**src/inc/pps_consts.svh**
```systemverilog
/*
  Constants of the per-port power sequencer: register offsets, field
  positions, reset values and timing figures.
  Assumes inclusion by bare name from the package, the bench and the checker.
*/
`ifndef PPS_CONSTS_SVH
`define PPS_CONSTS_SVH

// ****************************************************
// Register byte offsets
// ****************************************************
`define PPS_OFS_CTRL      12'h000
`define PPS_OFS_TIMERS    12'h004
`define PPS_OFS_STATUS    12'h008
`define PPS_OFS_IRQ_STAT  12'h00C
`define PPS_OFS_WAKE_CFG  12'h010
`define PPS_OFS_WADDR_LO  12'h014
`define PPS_OFS_WADDR_HI  12'h018

// ****************************************************
// Control bits
// ****************************************************
`define PPS_CTRL_W        7
`define PPS_B_RX_FAST_DIS 0
`define PPS_B_PS_EN       1
`define PPS_B_PD_DET_EN   2
`define PPS_B_AN_EN       3
`define PPS_B_WAKE_MASK   4
`define PPS_B_STD_PDN     5
`define PPS_B_LPI_EN      6
`define PPS_CTRL_RST      7'h08

// Timer codes: sleep [1:0], wake-up [3:2], link timeout low [4], high [5]
`define PPS_TMR_W         6
`define PPS_TMR_RST       6'h01
`define PPS_WCFG_W        2
`define PPS_B_WAKE_EN     0
`define PPS_B_PASS_EN     1
`define PPS_WCFG_RST      2'h0

// Detection status codes
`define PPS_DET_SEARCHING 2'h0
`define PPS_DET_NEEDS_PWR 2'h1
`define PPS_DET_NO_LOOP   2'h2

// Link speed codes
`define PPS_SPD_10        2'h0
`define PPS_SPD_100       2'h1
`define PPS_SPD_1000      2'h2

// ****************************************************
// Timing
// ****************************************************
`define PPS_CLK_NS        10
`define PPS_MS_NS         1000000
`define PPS_RND_SPAN      141
`define PPS_RND_NEG_MS    80
`define PPS_BURST_MS      16
`define PPS_MAX_BURSTS    3

`endif

```
**src/inc/pps_pkg.sv**
```systemverilog
/*
  Types of the per-port power sequencer.
  Assumes pps_consts.svh is on the include path.
*/
`include "pps_consts.svh"

package pps_pkg;

  typedef enum logic [1:0] {PS_OFF, PS_LOW, PS_WAKE, PS_NORMAL} pps_ps_t;

  typedef enum logic [1:0] {DET_IDLE, DET_SEARCH, DET_NEG} pps_det_t;

  typedef logic [1:0] pps_speed_t;

  typedef struct packed {
    logic [`PPS_CTRL_W-1:0] ctrl;
    logic [`PPS_TMR_W-1:0]  tmr;
    logic [`PPS_WCFG_W-1:0] wcfg;
    logic [47:0]            waddr;
    logic                   pend;
    logic                   irq;
    pps_ps_t                ps;
    pps_det_t               det;
    logic [1:0]             det_stat;
    logic                   link_q;
    logic [16:0]            ms_cnt;
    logic                   tick;
    logic [12:0]            ps_cnt;
    logic [15:0]            det_cnt;
    logic [4:0]             burst_t;
    logic [1:0]             bursts;
    logic                   burst;
    logic                   pair_b;
    logic [15:0]            lfsr;
    logic [31:0]            prdata;
    logic                   pslverr;
    logic [1:0]             en_sync;
    logic [1:0]             lb_sync;
  } pps_state_t;

endpackage
```
**src/hdl/pps_sequencer.sv**
```systemverilog
/*
  Per-port power-management sequencer of a copper transceiver: low
  power idle gating, reduced-amplitude 10 Mbps mode, magic-packet wake,
  inline-powered device detection and the automatic power-save machine.
  Assumes an APB master on SYS_CLK, energy and loopback detectors on
  pins, and link, speed and magic-packet decode from same-clock logic.
*/
// The register addresses and the APB slave port were chosen for this implementation.
`timescale 1ns/10ps

module pps_sequencer
  import pps_pkg::*;
#(
  parameter int MS_CYCLES = `PPS_MS_NS / `PPS_CLK_NS,
  parameter int SLEEP_MS0 = 1000,
  parameter int SLEEP_MS1 = 2000,
  parameter int SLEEP_MS2 = 3000,
  parameter int SLEEP_MS3 = 4000,
  parameter int WAKE_MS0  = 16,
  parameter int WAKE_MS1  = 32,
  parameter int WAKE_MS2  = 48,
  parameter int WAKE_MS3  = 64,
  parameter int LINK_MS0  = 1000,
  parameter int LINK_MS1  = 2000,
  parameter int LINK_MS2  = 3000,
  parameter int LINK_MS3  = 4000,
  parameter int DET_MS    = 500
) (
  // Clock and reset
  input  wire logic              SYS_CLK,
  input  wire logic              SYS_RST,
  // APB slave
  input  wire logic              PSEL,
  input  wire logic              PENABLE,
  input  wire logic              PWRITE,
  input  wire logic [11:0]       PADDR,
  input  wire logic [31:0]       PWDATA,
  input  wire logic [3:0]        PSTRB,
  output logic      [31:0]       PRDATA,
  output logic                   PREADY,
  output logic                   PSLVERR,
  // Media pins
  input  wire logic              ENERGY_DET,
  input  wire logic              FLP_LOOPBACK,
  // Same-clock link logic
  input  wire logic              LINK_UP,
  input  wire pps_pkg::pps_speed_t SPEED,
  input  wire logic              LPI_REQ,
  // Magic-packet decoder
  input  wire logic              MAGIC_VALID,
  input  wire logic [47:0]       MAGIC_ADDR,
  input  wire logic              MAGIC_PASS_OK,
  // Controls towards the transceiver
  output logic                   LPI_IDLE_EN,
  output logic                   REDUCED_AMP_10,
  output logic                   DIGITAL_PWR_DN,
  output logic                   SPECIAL_FLP_EN,
  output logic                   AUTONEG_RUN,
  output logic                   FLP_BURST,
  output logic                   FLP_PAIR_B,
  output logic                   LINK_STATUS,
  output logic [1:0]             PD_DETECT_STATUS,
  // Wake indication
  output logic                   WAKE_IRQ,
  output logic                   WAKE_LED
);

  // ****************************************************
  // State
  // ****************************************************
  pps_state_t s_r;
  pps_state_t s_nxt;

  logic        wr_en;
  logic        rd_en;
  logic        mapped;
  logic [31:0] rd_val;
  logic [31:0] wmask;
  logic        energy;
  logic        loopback;
  logic        an_en;
  logic        ps_en;
  logic        link_drop;
  logic        magic_hit;
  logic [12:0] sleep_ms;
  logic [12:0] wake_ms;
  logic [12:0] link_ms;
  logic [7:0]  rnd_ofs;

  assign wr_en    = PSEL && PENABLE && PWRITE;
  assign rd_en    = PSEL && !PENABLE && !PWRITE;
  assign energy   = s_r.en_sync[1];
  assign loopback = s_r.lb_sync[1];
  assign an_en    = s_r.ctrl[`PPS_B_AN_EN];
  assign ps_en    = s_r.ctrl[`PPS_B_PS_EN];
  assign link_drop = s_r.link_q && !LINK_UP;

  // Byte lanes into a word mask
  genvar gi;
  generate
    for (gi = 0; gi < 4; gi++) begin : g_strb
      assign wmask[gi*8 +: 8] = {8{PSTRB[gi]}};
    end
  endgenerate

  // ****************************************************
  // Duration tables
  // ****************************************************
  always_comb begin
    unique case (s_r.tmr[1:0])
      2'h0: sleep_ms = 13'(SLEEP_MS0);
      2'h1: sleep_ms = 13'(SLEEP_MS1);
      2'h2: sleep_ms = 13'(SLEEP_MS2);
      2'h3: sleep_ms = 13'(SLEEP_MS3);
    endcase
    unique case (s_r.tmr[3:2])
      2'h0: wake_ms = 13'(WAKE_MS0);
      2'h1: wake_ms = 13'(WAKE_MS1);
      2'h2: wake_ms = 13'(WAKE_MS2);
      2'h3: wake_ms = 13'(WAKE_MS3);
    endcase
    unique case (s_r.tmr[5:4])
      2'h0: link_ms = 13'(LINK_MS0);
      2'h1: link_ms = 13'(LINK_MS1);
      2'h2: link_ms = 13'(LINK_MS2);
      2'h3: link_ms = 13'(LINK_MS3);
    endcase
  end

  // Random sleep offset 0..140, shifted by -80 ms on load
  assign rnd_ofs = 8'(s_r.lfsr[7:0] % 8'(`PPS_RND_SPAN));

  // Address and password match against this port's settings
  assign magic_hit = MAGIC_VALID && s_r.ctrl[`PPS_B_WAKE_MASK]
                     && s_r.wcfg[`PPS_B_WAKE_EN] && (MAGIC_ADDR == s_r.waddr)
                     && (!s_r.wcfg[`PPS_B_PASS_EN] || MAGIC_PASS_OK);

  // ****************************************************
  // Read mux
  // ****************************************************
  always_comb begin
    rd_val = 32'h0000_0000;
    mapped = 1'b1;
    unique case (PADDR)
      `PPS_OFS_CTRL:     rd_val[`PPS_CTRL_W-1:0] = s_r.ctrl;
      `PPS_OFS_TIMERS:   rd_val[`PPS_TMR_W-1:0]  = s_r.tmr;
      `PPS_OFS_STATUS:   rd_val[7:0] = {s_r.pend, s_r.ps, s_r.det,
                                        LINK_UP, s_r.det_stat};
      `PPS_OFS_IRQ_STAT: rd_val[0] = s_r.pend;
      `PPS_OFS_WAKE_CFG: rd_val[`PPS_WCFG_W-1:0] = s_r.wcfg;
      `PPS_OFS_WADDR_LO: rd_val = s_r.waddr[31:0];
      `PPS_OFS_WADDR_HI: rd_val[15:0] = s_r.waddr[47:32];
      default:           mapped = 1'b0;
    endcase
    if (PADDR == `PPS_OFS_STATUS) begin
      rd_val[1:0] = s_r.det_stat;
      rd_val[2]   = LINK_UP;
    end
  end

  // ****************************************************
  // Next state
  // ****************************************************
  always_comb begin
    s_nxt = s_r;

    // Pin synchronisers
    s_nxt.en_sync = {s_r.en_sync[0], ENERGY_DET};
    s_nxt.lb_sync = {s_r.lb_sync[0], FLP_LOOPBACK};
    s_nxt.link_q  = LINK_UP;
    s_nxt.lfsr    = {s_r.lfsr[14:0],
                     s_r.lfsr[15] ^ s_r.lfsr[13] ^ s_r.lfsr[12] ^ s_r.lfsr[10]};

    // Millisecond enable
    s_nxt.tick = 1'b0;
    if (s_r.ms_cnt == 17'(MS_CYCLES - 1)) begin
      s_nxt.ms_cnt = 17'h0_0000;
      s_nxt.tick   = 1'b1;
    end else begin
      s_nxt.ms_cnt = s_r.ms_cnt + 17'h0_0001;
    end

    // APB
    s_nxt.pslverr = 1'b0;
    if (PSEL && !PENABLE) begin
      s_nxt.pslverr = !mapped;
      if (rd_en) begin
        s_nxt.prdata = rd_val;
      end
    end
    if (wr_en) begin
      unique case (PADDR)
        `PPS_OFS_CTRL:
          s_nxt.ctrl = `PPS_CTRL_W'((s_r.ctrl & ~wmask[`PPS_CTRL_W-1:0])
                       | (PWDATA[`PPS_CTRL_W-1:0] & wmask[`PPS_CTRL_W-1:0]));
        `PPS_OFS_TIMERS:
          if (PSTRB[0]) begin
            s_nxt.tmr = PWDATA[`PPS_TMR_W-1:0];
          end
        `PPS_OFS_WAKE_CFG:
          if (PSTRB[0]) begin
            s_nxt.wcfg = PWDATA[`PPS_WCFG_W-1:0];
          end
        `PPS_OFS_WADDR_LO:
          s_nxt.waddr[31:0] = (s_r.waddr[31:0] & ~wmask) | (PWDATA & wmask);
        `PPS_OFS_WADDR_HI:
          s_nxt.waddr[47:32] = (s_r.waddr[47:32] & ~wmask[15:0])
                               | (PWDATA[15:0] & wmask[15:0]);
        `PPS_OFS_IRQ_STAT:
          if (PSTRB[0] && PWDATA[0]) begin
            s_nxt.pend = 1'b0;
          end
        default: ;
      endcase
    end

    // Wake pending: set wins over a clear in the same cycle
    if (magic_hit) begin
      s_nxt.pend = 1'b1;
    end
    s_nxt.irq = s_nxt.pend && s_nxt.ctrl[`PPS_B_WAKE_MASK];

    // ****************************************************
    // Inline-powered device detection
    // ****************************************************
    if (!s_r.ctrl[`PPS_B_PD_DET_EN] || !an_en) begin
      s_nxt.det = DET_IDLE;
    end else begin
      unique case (s_r.det)
        DET_IDLE: begin
          s_nxt.det      = DET_SEARCH;
          s_nxt.det_stat = `PPS_DET_SEARCHING;
          s_nxt.det_cnt  = 16'h0000;
        end
        DET_SEARCH: begin
          if (loopback) begin
            s_nxt.det      = DET_NEG;
            s_nxt.det_stat = `PPS_DET_NEEDS_PWR;
          end else if (s_r.det_cnt == 16'(DET_MS)) begin
            s_nxt.det      = DET_NEG;
            s_nxt.det_stat = `PPS_DET_NO_LOOP;
          end else if (s_r.tick) begin
            s_nxt.det_cnt = s_r.det_cnt + 16'h0001;
          end
        end
        DET_NEG: begin
          if (link_drop) begin
            s_nxt.det      = DET_SEARCH;
            s_nxt.det_stat = `PPS_DET_SEARCHING;
            s_nxt.det_cnt  = 16'h0000;
          end
        end
      endcase
    end

    // ****************************************************
    // Automatic power save
    // ****************************************************
    if (!ps_en) begin
      s_nxt.ps = PS_OFF;
    end else begin
      unique case (s_r.ps)
        PS_OFF: begin
          s_nxt.ps     = LINK_UP ? PS_NORMAL : PS_LOW;
          s_nxt.ps_cnt = 13'(sleep_ms + 13'(rnd_ofs) - 13'(`PPS_RND_NEG_MS));
        end
        PS_LOW: begin
          if (energy) begin
            s_nxt.ps     = PS_NORMAL;
            s_nxt.ps_cnt = link_ms;
          end else if (s_r.ps_cnt == 13'h0000) begin
            s_nxt.ps      = PS_WAKE;
            s_nxt.ps_cnt  = wake_ms;
            s_nxt.burst_t = 5'h00;
            s_nxt.bursts  = 2'h0;
          end else if (s_r.tick) begin
            s_nxt.ps_cnt = s_r.ps_cnt - 13'h0001;
          end
        end
        PS_WAKE: begin
          if (energy) begin
            s_nxt.ps     = PS_NORMAL;
            s_nxt.ps_cnt = link_ms;
          end else if (s_r.ps_cnt == 13'h0000) begin
            s_nxt.ps     = PS_LOW;
            s_nxt.ps_cnt = 13'(sleep_ms + 13'(rnd_ofs) - 13'(`PPS_RND_NEG_MS));
          end else if (s_r.tick) begin
            s_nxt.ps_cnt = s_r.ps_cnt - 13'h0001;
            if (s_r.burst_t == 5'h00) begin
              s_nxt.burst_t = 5'(`PPS_BURST_MS - 1);
            end else begin
              s_nxt.burst_t = s_r.burst_t - 5'h01;
            end
          end
        end
        PS_NORMAL: begin
          if (LINK_UP) begin
            s_nxt.ps_cnt = link_ms;
          end else if (!an_en) begin
            s_nxt.ps_cnt = link_ms;
          end else if (s_r.ps_cnt == 13'h0000) begin
            s_nxt.ps     = PS_LOW;
            s_nxt.ps_cnt = 13'(sleep_ms + 13'(rnd_ofs) - 13'(`PPS_RND_NEG_MS));
          end else if (s_r.tick) begin
            s_nxt.ps_cnt = s_r.ps_cnt - 13'h0001;
          end
        end
      endcase
    end

    // Burst start, at most three per wake-up, pairs alternating
    s_nxt.burst = 1'b0;
    if (s_r.ps == PS_WAKE && s_nxt.ps == PS_WAKE && s_r.tick
        && s_r.burst_t == 5'h00 && s_r.bursts != 2'(`PPS_MAX_BURSTS)) begin
      s_nxt.burst  = 1'b1;
      s_nxt.bursts = s_r.bursts + 2'h1;
      s_nxt.pair_b = s_r.bursts[0];
    end
  end

  // ****************************************************
  // State register
  // ****************************************************
  always_ff @(posedge SYS_CLK or posedge SYS_RST) begin
    if (SYS_RST) begin
      s_r          <= '0;
      s_r.ctrl     <= `PPS_CTRL_RST;
      s_r.tmr      <= `PPS_TMR_RST;
      s_r.wcfg     <= `PPS_WCFG_RST;
      s_r.ps       <= PS_OFF;
      s_r.det      <= DET_IDLE;
      s_r.det_stat <= `PPS_DET_SEARCHING;
      s_r.lfsr     <= 16'hACE1;
    end else begin
      s_r <= s_nxt;
    end
  end

  // ****************************************************
  // Outputs
  // ****************************************************
  assign PRDATA  = s_r.prdata;
  assign PREADY  = 1'b1;
  assign PSLVERR = PSEL && PENABLE && s_r.pslverr;

  assign LPI_IDLE_EN = s_r.ctrl[`PPS_B_LPI_EN] && LPI_REQ && LINK_UP
                       && (SPEED == `PPS_SPD_1000
                       || (SPEED == `PPS_SPD_100
                       && !s_r.ctrl[`PPS_B_RX_FAST_DIS]));
  assign REDUCED_AMP_10 = s_r.ctrl[`PPS_B_RX_FAST_DIS];
  assign DIGITAL_PWR_DN = s_r.ctrl[`PPS_B_STD_PDN] || s_r.ps == PS_LOW;
  assign SPECIAL_FLP_EN = s_r.det == DET_SEARCH;
  assign AUTONEG_RUN    = an_en && s_r.det != DET_SEARCH && s_r.ps != PS_LOW
                          && s_r.ps != PS_WAKE;
  assign FLP_BURST      = s_r.burst;
  assign FLP_PAIR_B     = s_r.pair_b;
  assign LINK_STATUS    = s_r.link_q;
  assign PD_DETECT_STATUS = s_r.det_stat;
  assign WAKE_IRQ       = s_r.irq;
  assign WAKE_LED       = s_r.irq;

endmodule // pps_sequencer

```
**config.mk**
```make
export PLATFORM = sky130hd
export DESIGN_NAME = pps_sequencer
export DESIGN_NICKNAME = d
export VERILOG_FILES = /design/src/inc/pps_pkg.sv /design/src/hdl/pps_sequencer.sv
export VERILOG_INCLUDE_DIRS = /design/src /design/src/inc
export SDC_FILE = /design/constraint.sdc
export NUM_CORES = 1
export LEC_CHECK = 0
export BUFFER_PORTS_ARGS = -buffer_cell sky130_fd_sc_hd__clkbuf_2
export CAP_MARGIN = 30
export CORE_MARGIN = 3
export CORE_UTILIZATION = 25
export CTS_CLUSTER_SIZE = 16
export DETAILED_ROUTE_END_ITERATION = 7
export GPL_TIMING_DRIVEN = 1
export PLACE_DENSITY = 0.47
export SLEW_MARGIN = 20
export SYNTH_ARGS = -nofsm -noshare
export SYNTH_HDL_FRONTEND = slang
export SYNTH_SLANG_ARGS = --single-unit
```
**constraint.sdc**
```tcl
create_clock -name SYS_CLK -period 16.5 [get_ports SYS_CLK]
set_input_delay 4.95 -clock SYS_CLK [delete_from_list [all_inputs] [get_ports SYS_CLK]]
set_output_delay 4.95 -clock SYS_CLK [all_outputs]
set_load 0.01 [all_outputs]
```
* Word level (Yosys, flattened, before mapping)
Cells that the tools add are included.
** Operators by class
- Multiplexer cells :: 63
- Reduce and logical (&&, ||, !) cells :: 59
- Div/mod/pow operators :: 1
- Bitwise gates (word level) :: 16
- $add $sub $neg :: 7
- Equality and inequality tests :: 43
** Operators with widths (count)
- one-hot mux 13 bit (4 select lines) :: 4
- two-way mux 16 bit :: 6
- two-way mux 13 bit :: 7
- AND 32 bit :: 2
- two-way mux 62 bit :: 1
- equality test 48 bit :: 1
- one-hot mux 16 bit (3 select lines) :: 1
- equality test 12 x 5 -> 1 bit, second input constant :: 3
- AND 16 bit :: 2
- two-way mux 32 bit :: 1
- NOT 32 bit :: 1
- OR 32 bit :: 1
- two-way mux 2 bit :: 13
- two-way mux 5 bit :: 5
- equality test 12 x 4 -> 1 bit, second input constant :: 2
- logical AND 1 bit :: 23
- equality test 2 bit, second input constant :: 11
- != test 2 bit, second input constant :: 10
- one-hot mux 4 bit (5 select lines) :: 1
- adder 17 x 1 -> 17 bit, second input constant :: 1
- equality test 17 bit, second input constant :: 1
- two-way mux 17 bit :: 1
- adder 16 x 1 -> 16 bit, second input constant :: 1
- equality test 16 x 9 -> 1 bit, second input constant :: 1
- other kinds (45) :: 89
** Word-level totals
- Bits in registers :: 181
- Input port bits :: 109
- Word-level logic and storage cells :: 214

* Depth between registers and ports, before layout
Gate-level depths: netlist of run 1.
- Depth after elaboration :: 13
- Gate-level depth with buffers :: 17
- Mapped depth without buffers :: 17

* Worst setup path before layout of run 1
No wires, ideal clock.
- Path kind :: in2out
- From :: input port SPEED[0]
- To :: output port LPI_IDLE_EN
- Slack :: 6.189 ns
- Data required time :: 11.550 ns
- Data arrival time :: 5.361 ns
- Stages on the path :: 4
- Buffers on the path :: 0
- Cell sequence :: inv_1 -> nor3_1 -> a21oi_1 -> nor2_1
** Between the ends
- Longest elaborated chain between the ends :: 4
** Ends and longest elaborated chain
- from (decl) :: RTL line pps_sequencer.sv:47 : input wire pps_pkg::pps_speed_t SPEED,
- equality test 2 x 1 -> 1 bit (no source line)
- logical AND 1 bit :: RTL line pps_sequencer.sv:348 : || (SPEED == `PPS_SPD_100
- logical OR 1 bit (*) :: RTL line pps_sequencer.sv:347 : && (SPEED == `PPS_SPD_1000
- logical AND 1 bit (*) :: RTL line pps_sequencer.sv:346 : assign LPI_IDLE_EN = s_r.ctrl[`PPS_B_LPI_EN] && LPI_REQ && LINK_UP
- to (decl) :: RTL line pps_sequencer.sv:54 : output logic LPI_IDLE_EN,
Every way passes the cells marked *; elsewhere a longest branch is shown, timed or not.

* Worst setup path in the final report of run 1
Ends and elaborated chain as after synthesis.

==> run summary, run 1 <==
STATUS
-------------------------------------------------------------------------------------
Status                                                                   finished, final reports clean

ROUTE
-------------------------------------------------------------------------------------
Total iterations of the first detailed-routing run                                  6
Count of antenna-violating nets left after detailed routing                         0
Violation count after the first detailed-routing iteration                        501
DR vias                                                                          7266
Wire per inst                                                                17.91 µm
Detailed-route wire length                                                   28090 µm
Via-to-Cell Ratio                                                               4.634
Detailed-route DRC error count                                                      0

DIE
-------------------------------------------------------------------------------------
Initial Util                                                                   25.42%
Die Y                                                                        201.7 µm
Chip Width                                                                   201.7 µm
Placement row count                                                                71
Ports                                                                             155
Full die area                                                               40690 µm²
Area inside the core boundary                                               37670 µm²

SYNTH
-------------------------------------------------------------------------------------
Fraction of the mapped netlist area in adder cells                             3.737%
Post-Synth XOR/XNOR Area                                                       7.958%
Synth async-reset ratio                                                        100.0%
Total nets after synthesis                                                       1071
Main flop type after synthesis                                           sky130_fd_sc_hd__dfrtp_1
Largest family of logic cells by synthesized area                        simple AND/OR/NAND/NOR gates
Simple logic cell fraction of the synthesized area                             16.96%
Mapped cell area                                                             9575 µm²
Seq cells post-synth                                                              181
Share of synthesized area spent on multiplexers                                7.762%
Synth Area in Compound Gates                                                   10.56%
Post-synthesis cell type count                                                     72
Number of enable flip-flop cells after synthesis                                    0
Average cell area after synthesis                                           10.25 µm²
Yosys warns                                                                         0
Sequential-to-total area share from yosys stat                                 47.43%
Cell count after synthesis                                                        934

CRITICAL PATH
-------------------------------------------------------------------------------------
Nature of the critical path startpoint                                   primary input
Ordered list of cells on the worst path                                  clkbuf_2 > inv_1 > nor3_1 > a21oi_1 > nor2_1 > clkbuf_2
Highest-delay cell along the critical path                               sky130_fd_sc_hd__nor3_1
Critical Path Most Common Cell                                           sky130_fd_sc_hd__clkbuf_2
Max stage delay on crit path                                                  0.16 ns
Gate family responsible for the most delay along the worst path          simple AND/OR/NAND/NOR gates
Path type of the worst setup path                                           in -> out
Stages on the worst setup path                                                      6
Count of buffer and inverter cells on the critical path                             3
Critical Path AT                                                              5.50 ns
Endpoint kind of the worst setup timing path                              output port
Data required time of the critical path                                      11.55 ns
Count of cells along the worst register-to-register path                           16
Worst setup slack for register-to-register paths                             12.74 ns
Max FO, Critical Path                                                               2

CLOCK NETWORK
-------------------------------------------------------------------------------------
Root cell of the clock tree                                              sky130_fd_sc_hd__clkbuf_16
Quantity of hold-fixing buffers added after cts                                     0
Clock tree from TritonCTS                                                        done
Number of CTS-inserted buffers                                                     17
H-tree depth reported by CTS                                                        4
Clock slew seen by the registers of the worst setup and hold paths            0.08 ns
Post_cts resized                                                                    0
Clock tree buffer depth                                                             2
Insertion delay of the later-clocked pin in the worst-skew pair               0.44 ns
Post-CTS setup buffer count                                                         0
Number of clock sinks                                                             181

POWER
-------------------------------------------------------------------------------------
Largest voltage drop on the vdd net                                        0.05953 mV
Leakage power summed over all cells                                          5.270 nW
Pwr Density                                                              81.51 nW/µm²

FINAL LAYOUT
-------------------------------------------------------------------------------------
Area Overhead vs Synth                                                         17.51%
Number of inserted diodes                                                           0
Fraction of layout cells with a size suffix above 1                            26.68%
Commonest non-fill, non-tap cells in the layout                          171 x sky130_fd_sc_hd__dfrtp_1, 153 x sky130_fd_sc_hd__clkbuf_2, 99 x sky130_fd_sc_hd__nand2_1
Net count of the finished layout                                                 1181
Most frequent standard cell in the layout excluding fill and tap cells   sky130_fd_sc_hd__dfrtp_1
Number of filler instances in the final layout                                   3983

GLOBAL ROUTE
-------------------------------------------------------------------------------------
Wire length of the first global-routing pass                                 43750 µm
Number of global-route vias before repair                                        7340
Pin count of the biggest net entering global routing                              127
Global-route congestion overflow total                                              0
Initial antenna violation count                                                     1
Tot GR Track Use                                                               13.77%

STA
-------------------------------------------------------------------------------------
Transition time at the pin with the least slew margin                       0.8778 ns
Number of setup violations in the final report                                      0
Post-Route Skew                                                            0.01603 ns
Unrepaired setup endpoints after global routing                                    no
Final Hold Vio Count                                                                0
Final worst-path cycle share                                                   63.35%
Top achievable clock speed                                                  95.67 MHz
Slew Limit Headroom                                                            40.66%
Fin crit period                                                              10.45 ns
Hold slack final                                                            0.3582 ns
Setup_tns                                                                        0 ns
Pins Over Slew Limit                                                                0

HOLD PATH
-------------------------------------------------------------------------------------
Worst hold path type                                                       reg -> reg
Instance count along the most critical hold path                                    0

PLACE
-------------------------------------------------------------------------------------
Number of buffers inserted by port buffering                                      153
Detailed Place HPWL                                                          21030 µm
Placer Congestion                                                              0.8118

RUN
-------------------------------------------------------------------------------------
Reported max-cap violation count                                                    0

[synthesized netlist by cell type (4+ instances only)]
master / n / area, µm²
sky130_fd_sc_hd__nor2_1: 69 / 259.0
sky130_fd_sc_hd__nand4b_1: 4 / 35.03
sky130_fd_sc_hd__buf_4: 36 / 270.3
sky130_fd_sc_hd__and3_1: 5 / 31.28
sky130_fd_sc_hd__xnor2_1: 47 / 411.6
sky130_fd_sc_hd__inv_1: 31 / 116.4
sky130_fd_sc_hd__clkbuf_1: 25 / 93.84
sky130_fd_sc_hd__a222oi_1: 5 / 50.05
sky130_fd_sc_hd__nor3b_1: 4 / 30.03
sky130_fd_sc_hd__mux2i_1: 5 / 50.05
sky130_fd_sc_hd__a21oi_1: 25 / 125.1
sky130_fd_sc_hd__xor2_1: 40 / 350.3
sky130_fd_sc_hd__or3_1: 7 / 43.79
sky130_fd_sc_hd__and4_1: 6 / 52.55
sky130_fd_sc_hd__and2_1: 4 / 25.02
sky130_fd_sc_hd__a21o_1: 6 / 45.04
sky130_fd_sc_hd__nand4_1: 14 / 87.58
sky130_fd_sc_hd__nand3_1: 40 / 200.2
sky130_fd_sc_hd__a22o_1: 8 / 70.07
sky130_fd_sc_hd__o32ai_1: 5 / 43.79
sky130_fd_sc_hd__or2_2: 6 / 37.54
sky130_fd_sc_hd__nor4_1: 14 / 87.58
sky130_fd_sc_hd__nor2b_1: 6 / 37.54
sky130_fd_sc_hd__dfstp_2: 10 / 262.8
sky130_fd_sc_hd__nand2b_1: 5 / 31.28
sky130_fd_sc_hd__mux2_2: 59 / 664.4
sky130_fd_sc_hd__o21ai_0: 51 / 255.2
sky130_fd_sc_hd__dfrtp_1: 171 / 4279
sky130_fd_sc_hd__nor3_1: 19 / 95.09
sky130_fd_sc_hd__ha_1: 27 / 337.8
sky130_fd_sc_hd__a22oi_1: 12 / 90.09
sky130_fd_sc_hd__nand2_1: 99 / 371.6
sky130_fd_sc_hd__o31ai_1: 4 / 30.03
sky130_fd_sc_hd__or4_1: 4 / 30.03
[cell type report]
type	instances	area, µm²	share of cell area, %
Sequential cell	181	4542	40.36
Clock buffer	17	425.4	3.781
Timing Repair Buffer	159	830.8	7.384
Inverter	31	123.9	1.101
Tap cell	511	639.4	5.682
Multi-Input combinational cell	654	4509	40.08
Clock inverter	15	181.4	1.612
[through the flow]
stage | area, µm² | worst slack [ns] | power, mW | utilization (%) | instances
6_report | 11250 | 6.047 | 0.9171 | 29.87 | 1568
5_1_grt | 11250 | 5.956 | 0.9535 | 29.87 | 1568
4_1_cts | 11220 | 6.027 | 0.9278 | 29.80 | 1567
3_5_place_dp | 10620 | 6.029 | 0.5028 | 28.19 | 1535
3_3_place_gp | 10610 | 6.013 | 0.5030 | 28.18 | 1535
2_1_floorplan | 9575 | 6.189 | 0.4766 | - | 934
[metal layers]
metal / wire length (µm) / track usage (%)
met5: 13 / 0
met4: 173 / 2.841
met3: 1083 / 2.411
met2: 13060 / 21.72
met1: 13760 / 19.88
[kinds of logic after synthesis]
group | count (synthesis)
other | 1
XOR/XNOR | 87
AO/OA/AOI/OAI | 149
buffers and inverters | 99
adder cells (fa/ha/maj) | 28
AND/OR/NAND/NOR | 323
multiplexers | 66
flip-flops | 181
[final timing paths]
path                       startpoint     endpoint
max                          SPEED[0]  LPI_IDLE_EN
min                          s_nxt[1]     loopback
max reg2reg                 s_nxt[38]      s_r[89]
min reg2reg                  s_nxt[1]     loopback
max in group asynchronous     SYS_RST     s_r[105]
min in group asynchronous     SYS_RST   PRDATA[13]
[report_power, final]
group | switching, mW | leakage, nW | internal, mW
Clock | 0.205 | 0.293 | 0.218
Combinational | 0.0292 | 2.56 | 0.0176
Sequential | 0.00195 | 2.41 | 0.445
Total | 0.236 | 5.27 | 0.681
[worst register-to-register path, stage by stage (launching register included)]
cell and delay, ns:
sky130_fd_sc_hd__dfstp_2 0.57, sky130_fd_sc_hd__inv_1 0.07, sky130_fd_sc_hd__ha_1 0.22, sky130_fd_sc_hd__nor2b_1 0.15
sky130_fd_sc_hd__o21ai_0 0.15, sky130_fd_sc_hd__nand2_1 0.17, sky130_fd_sc_hd__nor3_1 0.25, sky130_fd_sc_hd__xnor2_1 0.16
sky130_fd_sc_hd__ha_1 0.25, sky130_fd_sc_hd__inv_1 0.11, sky130_fd_sc_hd__ha_1 0.24, sky130_fd_sc_hd__a21o_1 0.19
sky130_fd_sc_hd__a311oi_1 0.57, sky130_fd_sc_hd__nor2_1 0.09, sky130_fd_sc_hd__mux2_2 0.29, sky130_fd_sc_hd__nor2_1 0.09
sky130_fd_sc_hd__o21ai_0 0.08
Note: power is estimated with default switching activity, not from simulation.
==> run 2: changes to the inputs <==
==> constraint.sdc (replaced) <==
create_clock -name SYS_CLK -period 10.5 [get_ports SYS_CLK]
set_input_delay 3.15 -clock SYS_CLK [delete_from_list [all_inputs] [get_ports SYS_CLK]]
set_output_delay 3.15 -clock SYS_CLK [all_outputs]
set_load 0.01 [all_outputs]
==> run 2 against run 1 <==
  * Setup slack got worse by 2.4 ns
  * Cell area shrank 0.47%
  * Critical endpoint unchanged
  * Critical path type unchanged
  * Clock power is 49% higher
  * Critical path depth unchanged
==> run summary, run 2 (synthesized netlist as in run 1, its figures left out) <==
STATUS
-------------------------------------------------------------------------------------
Status                                                                   finished, final reports clean

STA
-------------------------------------------------------------------------------------
Pins Over Slew Limit                                                                0   unchanged
Setup_tns                                                                        0 ns   unchanged
Top achievable clock speed                                                  145.8 MHz
Transition time at the pin with the least slew margin                       0.9211 ns   +0.04332 ns
Number of setup violations in the final report                                      0   unchanged
Hold slack final                                                            0.3509 ns   -0.007292 ns
Final Hold Vio Count                                                                0   unchanged
Final worst-path cycle share                                                   65.33%
Unrepaired setup endpoints after global routing                                    no
Fin crit period                                                              6.860 ns
Final setup margin                                                           3.640 ns   -2.406 ns
Slew Limit Headroom                                                            37.73%   -2.9 points
Post-Route Skew                                                            0.01062 ns   -0.005403 ns

DIE
-------------------------------------------------------------------------------------
Ports                                                                             155   unchanged
Initial Util                                                                   25.42%   unchanged
Placement row count                                                                71   unchanged
Area inside the core boundary                                               37670 µm²   unchanged
Full die area                                                               40690 µm²   unchanged
Chip Width                                                                   201.7 µm   unchanged
Die Y                                                                        201.7 µm   unchanged

POWER
-------------------------------------------------------------------------------------
Pwr Density                                                              125.5 nW/µm²   +54%
Leakage power summed over all cells                                          5.244 nW   -0.48%
Power spent charging and discharging nets                                   0.3485 mW   +48%
Fraction of power spent switching nets                                         24.79%   -0.95 points
Total design power                                                           1.406 mW   +53%
Relative contribution of sequential cells to total power                        50.0%   +1.2 points
Share of total power in the clock network                                       44.7%   -1.4 points
Combinational cell fraction of total power                                       5.2%   about the same
Largest voltage drop on the vdd net                                        0.08030 mV   +35%
Internal                                                                     1.057 mW   +55%

ROUTE
-------------------------------------------------------------------------------------
Detailed-route wire length                                                   28400 µm   +1.1%
Violation count after the first detailed-routing iteration                        600   +20%
Total iterations of the first detailed-routing run                                  5   -1
Wire per inst                                                                18.11 µm   +1.1%
Count of antenna-violating nets left after detailed routing                         0   unchanged
Detailed-route DRC error count                                                      0   unchanged
Via-to-Cell Ratio                                                               4.643   +0.21%
DR vias                                                                          7281   +0.21%

CLOCK NETWORK
-------------------------------------------------------------------------------------
Clock tree from TritonCTS                                                        done
Root cell of the clock tree                                              sky130_fd_sc_hd__clkbuf_16
Post_cts resized                                                                    0   unchanged
Clock slew seen by the registers of the worst setup and hold paths            0.07 ns   about the same
Number of clock sinks                                                             181   unchanged
Number of CTS-inserted buffers                                                     17   unchanged
Clock tree buffer depth                                                             2   unchanged
H-tree depth reported by CTS                                                        4   unchanged
Quantity of hold-fixing buffers added after cts                                     0   unchanged
Insertion delay of the later-clocked pin in the worst-skew pair               0.44 ns   about the same
Post-CTS setup buffer count                                                         0   unchanged

CRITICAL PATH
-------------------------------------------------------------------------------------
Nature of the critical path startpoint                                   primary input
Max stage delay on crit path                                                  0.16 ns   about the same
Count of buffer and inverter cells on the critical path                             3   unchanged
Highest-delay cell along the critical path                               sky130_fd_sc_hd__nor3_1
Data required time of the critical path                                       7.35 ns   -4.20 ns
Endpoint kind of the worst setup timing path                              output port
Max FO, Critical Path                                                               2   unchanged
Ordered list of cells on the worst path                                  clkbuf_2 > inv_1 > nor3_1 > a21oi_1 > nor2_1 > clkbuf_2
Path type of the worst setup path                                           in -> out
Critical Path AT                                                              3.71 ns   -1.79 ns
Gate family responsible for the most delay along the worst path          simple AND/OR/NAND/NOR gates
Critical Path Most Common Cell                                           sky130_fd_sc_hd__clkbuf_2
Worst setup slack for register-to-register paths                              6.65 ns   -6.09 ns

FINAL LAYOUT
-------------------------------------------------------------------------------------
Final Util                                                                     29.73%   -0.14 points
Net count of the finished layout                                                 1181   unchanged
Area Overhead vs Synth                                                         16.96%
Fraction of layout cells with a size suffix above 1                            26.58%   -0.095 points
Number of inserted diodes                                                           0   unchanged
Most frequent standard cell in the layout excluding fill and tap cells   sky130_fd_sc_hd__dfrtp_1
Commonest non-fill, non-tap cells in the layout                          171 x sky130_fd_sc_hd__dfrtp_1, 153 x sky130_fd_sc_hd__clkbuf_2, 99 x sky130_fd_sc_hd__nand2_1

HOLD PATH
-------------------------------------------------------------------------------------
Worst hold path type                                                       reg -> reg

PLACE
-------------------------------------------------------------------------------------
Pre-CTS worst setup slack                                                    3.630 ns   -2.400 ns
Placer Congestion                                                              0.8308   +2.3%
Number of buffers inserted by port buffering                                      153   unchanged
Detailed Place HPWL                                                          21070 µm   +0.19%

GLOBAL ROUTE
-------------------------------------------------------------------------------------
Initial antenna violation count                                                     1   unchanged
Wire length of the first global-routing pass                                 44570 µm   +1.9%
Tot GR Track Use                                                               14.08%   +0.31 points
Global-route congestion overflow total                                              0   unchanged
Pin count of the biggest net entering global routing                              133   +4.7%
Number of global-route vias before repair                                        7372   +0.44%

RUN
-------------------------------------------------------------------------------------
Reported max-cap violation count                                                    0   unchanged

run 2: worst paths after layout:
| kind | from | endpoint | cells after the start |
|---|---|---|---|
| max reg2reg | s_nxt[38] | s_r[89] | 16 |
| max | SPEED[0] | LPI_IDLE_EN | 6 |
| min reg2reg | s_nxt[1] | loopback | 0 |
| min | s_nxt[1] | loopback | 0 |
| max in group asynchronous | SYS_RST | s_r[117] | 3 |
| min in group asynchronous | SYS_RST | s_r[98] | 2 |
run 2: metal layers:
metal	global-route usage [%]	routed length [µm]	vias up
met5	0	13	-
li1	-	-	3480
met4	4.087	408	2
met1	19.87	13690	3613
met3	2.653	1176	21
met2	22.05	13110	165
run 2: area by class of cell:
| cell class | instances | area [µm²] |
|---|---|---|
| clock buffer | 18 | 429.2 |
| clock inverter | 14 | 125.1 |
| fill | 3984 | 26470 |
| inverter | 31 | 123.9 |
| multi-input combinational | 654 | 4509 |
| sequential | 181 | 4542 |
| tap | 511 | 639.4 |
| timing repair buffer | 159 | 830.8 |
run 2: power groups by stage:
stage	sequential, mW	clock (mW)	combinational, mW
after floorplan	0.715	0	0.0341
after global placement	0.717	0	0.0742
after detailed placement	0.717	0	0.0739
after CTS	0.703	0.653	0.0743
after global routing	0.703	0.679	0.0818
final	0.703	0.629	0.0734
run 2: per-stage QoR:
stage          cell area (µm²)  instances
3_3_place_gp             10610       1535
3_5_place_dp             10620       1535
4_1_cts                  11170       1567
5_1_grt                  11200       1568
2_1_floorplan             9575        934
6_report                 11200       1568
==> run 3: changes to the inputs <==
--- a/config.mk
+++ b/config.mk
@@ -13,7 +13,7 @@
 export CTS_CLUSTER_SIZE = 16
 export DETAILED_ROUTE_END_ITERATION = 7
 export GPL_TIMING_DRIVEN = 1
-export PLACE_DENSITY = 0.47
+export PLACE_DENSITY = 0.48
 export SLEW_MARGIN = 20
 export SYNTH_ARGS = -nofsm -noshare
 export SYNTH_HDL_FRONTEND = slang
==> constraint.sdc (replaced) <==
create_clock -name SYS_CLK -period 6.1 [get_ports SYS_CLK]
set_input_delay 1.83 -clock SYS_CLK [delete_from_list [all_inputs] [get_ports SYS_CLK]]
set_output_delay 1.83 -clock SYS_CLK [all_outputs]
set_load 0.01 [all_outputs]
==> run 3 against run 2 <==
  * Sequential power up 72%
  * Clock skew up 0.0015 ns
  * Critical path type is now in -> reg
  * Global-route usage down 0.58 points
  * Via count down 1.4%
  * Core utilization up 0.12 points
  * Die area unchanged
  * Cell area up 0.40%
  * Combinational power up 69%
  * Non-clock buffer count up 1
  * Setup slack worse by 2.1 ns
  * Clock-buffer cell count up 1
  * Cell count up 0.32%
==> run summary, run 3 (synthesized netlist as in run 1, its figures left out) <==
CLOCK NETWORK
-------------------------------------------------------------------------------------
Clock tree buffer depth                                                             2   unchanged
Insertion delay of the later-clocked pin in the worst-skew pair               0.44 ns   about the same
Post_cts resized                                                                    0   unchanged
Number of CTS-inserted buffers                                                     17   unchanged
H-tree depth reported by CTS                                                        4   unchanged
Quantity of hold-fixing buffers added after cts                                     0   unchanged
Post-CTS setup buffer count                                                         0   unchanged
Clock slew seen by the registers of the worst setup and hold paths            0.08 ns   about the same
Root cell of the clock tree                                              sky130_fd_sc_hd__clkbuf_16
Clock tree from TritonCTS                                                        done
Number of clock sinks                                                             181   unchanged

FINAL LAYOUT
-------------------------------------------------------------------------------------
Area Overhead vs Synth                                                         17.43%
Area taken by flip-flops and latches                                         4542 µm²   unchanged
Number of filler instances in the final layout                                   4040   +1.4%
Commonest non-fill, non-tap cells in the layout                          171 x sky130_fd_sc_hd__dfrtp_1, 153 x sky130_fd_sc_hd__clkbuf_2, 99 x sky130_fd_sc_hd__nand2_1
Most frequent standard cell in the layout excluding fill and tap cells   sky130_fd_sc_hd__dfrtp_1
Post-route cell area                                                        11240 µm²   +0.40%
Fraction of layout cells with a size suffix above 1                            26.47%   -0.12 points
Area of the multi-input gates                                                4507 µm²   about the same
Net count of the finished layout                                                 1182   +0.085%

POWER
-------------------------------------------------------------------------------------
Share of total power in the clock network                                       45.5%   +0.8 points
Leakage power summed over all cells                                          5.260 nW   +0.30%
Fraction of power spent switching nets                                         24.66%   -0.13 points
Pwr Density                                                              217.5 nW/µm²   +73%
Power spent charging and discharging nets                                   0.6030 mW   +73%
Combinational cell fraction of total power                                       5.1%   about the same
Internal                                                                     1.842 mW   +74%
Relative contribution of sequential cells to total power                        49.5%   -0.5 points
Largest voltage drop on the vdd net                                         0.1489 mV   +85%

GLOBAL ROUTE
-------------------------------------------------------------------------------------
Wire length of the first global-routing pass                                 42560 µm   -4.5%
Initial antenna violation count                                                     4   +3
Tot GR Track Use                                                               13.50%   -0.58 points
Pin count of the biggest net entering global routing                              182   +37%
Global-route congestion overflow total                                              0   unchanged
Number of global-route vias before repair                                        7179   -2.6%

DIE
-------------------------------------------------------------------------------------
Initial Util                                                                   25.42%   unchanged
Die Y                                                                        201.7 µm   unchanged
Chip Width                                                                   201.7 µm   unchanged
Full die area                                                               40690 µm²   unchanged
Area inside the core boundary                                               37670 µm²   unchanged
Placement row count                                                                71   unchanged
Ports                                                                             155   unchanged

PLACE
-------------------------------------------------------------------------------------
Detailed Place HPWL                                                          20570 µm   -2.4%
Placer Congestion                                                              0.8316   about the same
Number of buffers inserted by port buffering                                      153   unchanged
Placed inst area                                                            10620 µm²   about the same

HOLD PATH
-------------------------------------------------------------------------------------
Instance count along the most critical hold path                                    0   unchanged
Worst hold path type                                                       reg -> reg

CRITICAL PATH
-------------------------------------------------------------------------------------
Max FO, Critical Path                                                               8   +6
Max stage delay on crit path                                                  0.79 ns   +0.63 ns
Path type of the worst setup path                                           in -> reg
Count of cells along the worst register-to-register path                           16   unchanged
Data required time of the critical path                                       6.42 ns   -0.93 ns
Highest-delay cell along the critical path                               sky130_fd_sc_hd__nor4_1
Ordered list of cells on the worst path                                  clkbuf_2 > nor4_1 > nor4b_2 > nand2_1 > nor2_1 > nand3_1 > mux2_2
Stages on the worst setup path                                                      7   +1
Endpoint kind of the worst setup timing path                                     flop
Nature of the critical path startpoint                                   primary input
Critical Path AT                                                              4.91 ns   +1.20 ns
Count of buffer and inverter cells on the critical path                             1   -2
Gate family responsible for the most delay along the worst path          simple AND/OR/NAND/NOR gates

STA
-------------------------------------------------------------------------------------
Hold slack final                                                            0.3512 ns   +0.0002770 ns
Top achievable clock speed                                                  218.0 MHz
Number of setup violations in the final report                                      0   unchanged
Unrepaired setup endpoints after global routing                                    no
Transition time at the pin with the least slew margin                       0.9231 ns   +0.001955 ns
Post-Route Skew                                                            0.01213 ns   +0.001510 ns
Final Hold Vio Count                                                                0   unchanged
Setup_tns                                                                        0 ns   unchanged
Final worst-path cycle share                                                   75.20%
Pins Over Slew Limit                                                                0   unchanged
Fin crit period                                                              4.587 ns
Slew Limit Headroom                                                            37.89%   +0.17 points

ROUTE
-------------------------------------------------------------------------------------
Detailed-route DRC error count                                                      0   unchanged
Wire per inst                                                                17.50 µm   -3.3%
DR vias                                                                          7177   -1.4%
Via-to-Cell Ratio                                                               4.563   -1.7%
Total iterations of the first detailed-routing run                                  5   unchanged
Count of antenna-violating nets left after detailed routing                         0   unchanged
Violation count after the first detailed-routing iteration                        401   -33%
Detailed-route wire length                                                   27540 µm   -3.0%

RUN
-------------------------------------------------------------------------------------
Reported max-cap violation count                                                    0   unchanged

STATUS
-------------------------------------------------------------------------------------
Status                                                                   finished, final reports clean

-- run 3: path summary, 6_finish.rpt --
kind                        endpoint  slack, ns      start
max                             flop       1.51   PADDR[9]
min                         loopback       0.35   s_nxt[1]
max reg2reg                  s_r[89]       2.34  s_nxt[38]
min reg2reg                 loopback       0.35   s_nxt[1]
max in group asynchronous  s_nxt[39]       3.68    SYS_RST
min in group asynchronous   WAKE_IRQ       1.46    SYS_RST
-- run 3: metal layers --
layer | vias to the layer above | global-route usage [%] | share of wire, %
met5 | - | 0 | 0
met4 | 0 | 4.735 | 1.8
met3 | 23 | 2.508 | 3.4
met2 | 151 | 20.20 | 46
met1 | 3513 | 19.52 | 49
li1 | 3490 | - | -
-- run 3: metrics by stage --
| step | cells | util [%] | power, mW | setup WS (ns) |
|---|---|---|---|---|
| 2_1_floorplan | 934 | - | 1.290 | 1.956 |
| 3_3_place_gp | 1534 | 28.17 | 1.358 | 1.292 |
| 3_5_place_dp | 1535 | 28.20 | 1.358 | 1.177 |
| 4_1_cts | 1567 | 29.74 | 2.483 | 1.648 |
| 5_1_grt | 1573 | 29.85 | 2.547 | 1.374 |
| 6_report | 1573 | 29.85 | 2.445 | 1.513 |
-- run 3: final cells by class --
cell class              count  share of cell area [%]
diodes                      4                 0.08902
clock buffers              19                   3.939
clock inverters            13                   1.235
inverters                  31                   1.068
multi-input cells         654                   40.08
flip-flops and latches    181                   40.39
well taps                 511                   5.686
repair buffers            160                   7.511
-- run 3: power groups by stage --
stage          combinational (mW)  sequential, mW  clock (mW)
4_1_cts                     0.125            1.21        1.15
5_1_grt                     0.139            1.21        1.20
6_report                    0.124            1.21        1.11
2_1_floorplan              0.0589            1.23           0
3_5_place_dp                0.125            1.23           0
3_3_place_gp                0.126            1.23           0
-- run 3: worst register-to-register path: stages (launching register included) --
cell,delay (ns)
sky130_fd_sc_hd__dfstp_2,0.58
sky130_fd_sc_hd__inv_1,0.08
sky130_fd_sc_hd__ha_1,0.22
sky130_fd_sc_hd__nor2b_1,0.14
sky130_fd_sc_hd__o21ai_0,0.15
sky130_fd_sc_hd__nand2_1,0.18
sky130_fd_sc_hd__nor3_1,0.25
sky130_fd_sc_hd__xnor2_1,0.17
sky130_fd_sc_hd__ha_1,0.25
sky130_fd_sc_hd__inv_1,0.10
sky130_fd_sc_hd__ha_1,0.24
sky130_fd_sc_hd__a21o_1,0.20
sky130_fd_sc_hd__a311oi_1,0.52
sky130_fd_sc_hd__nor2_1,0.10
sky130_fd_sc_hd__mux2_2,0.29
sky130_fd_sc_hd__nor2_1,0.08
sky130_fd_sc_hd__o21ai_0,0.07
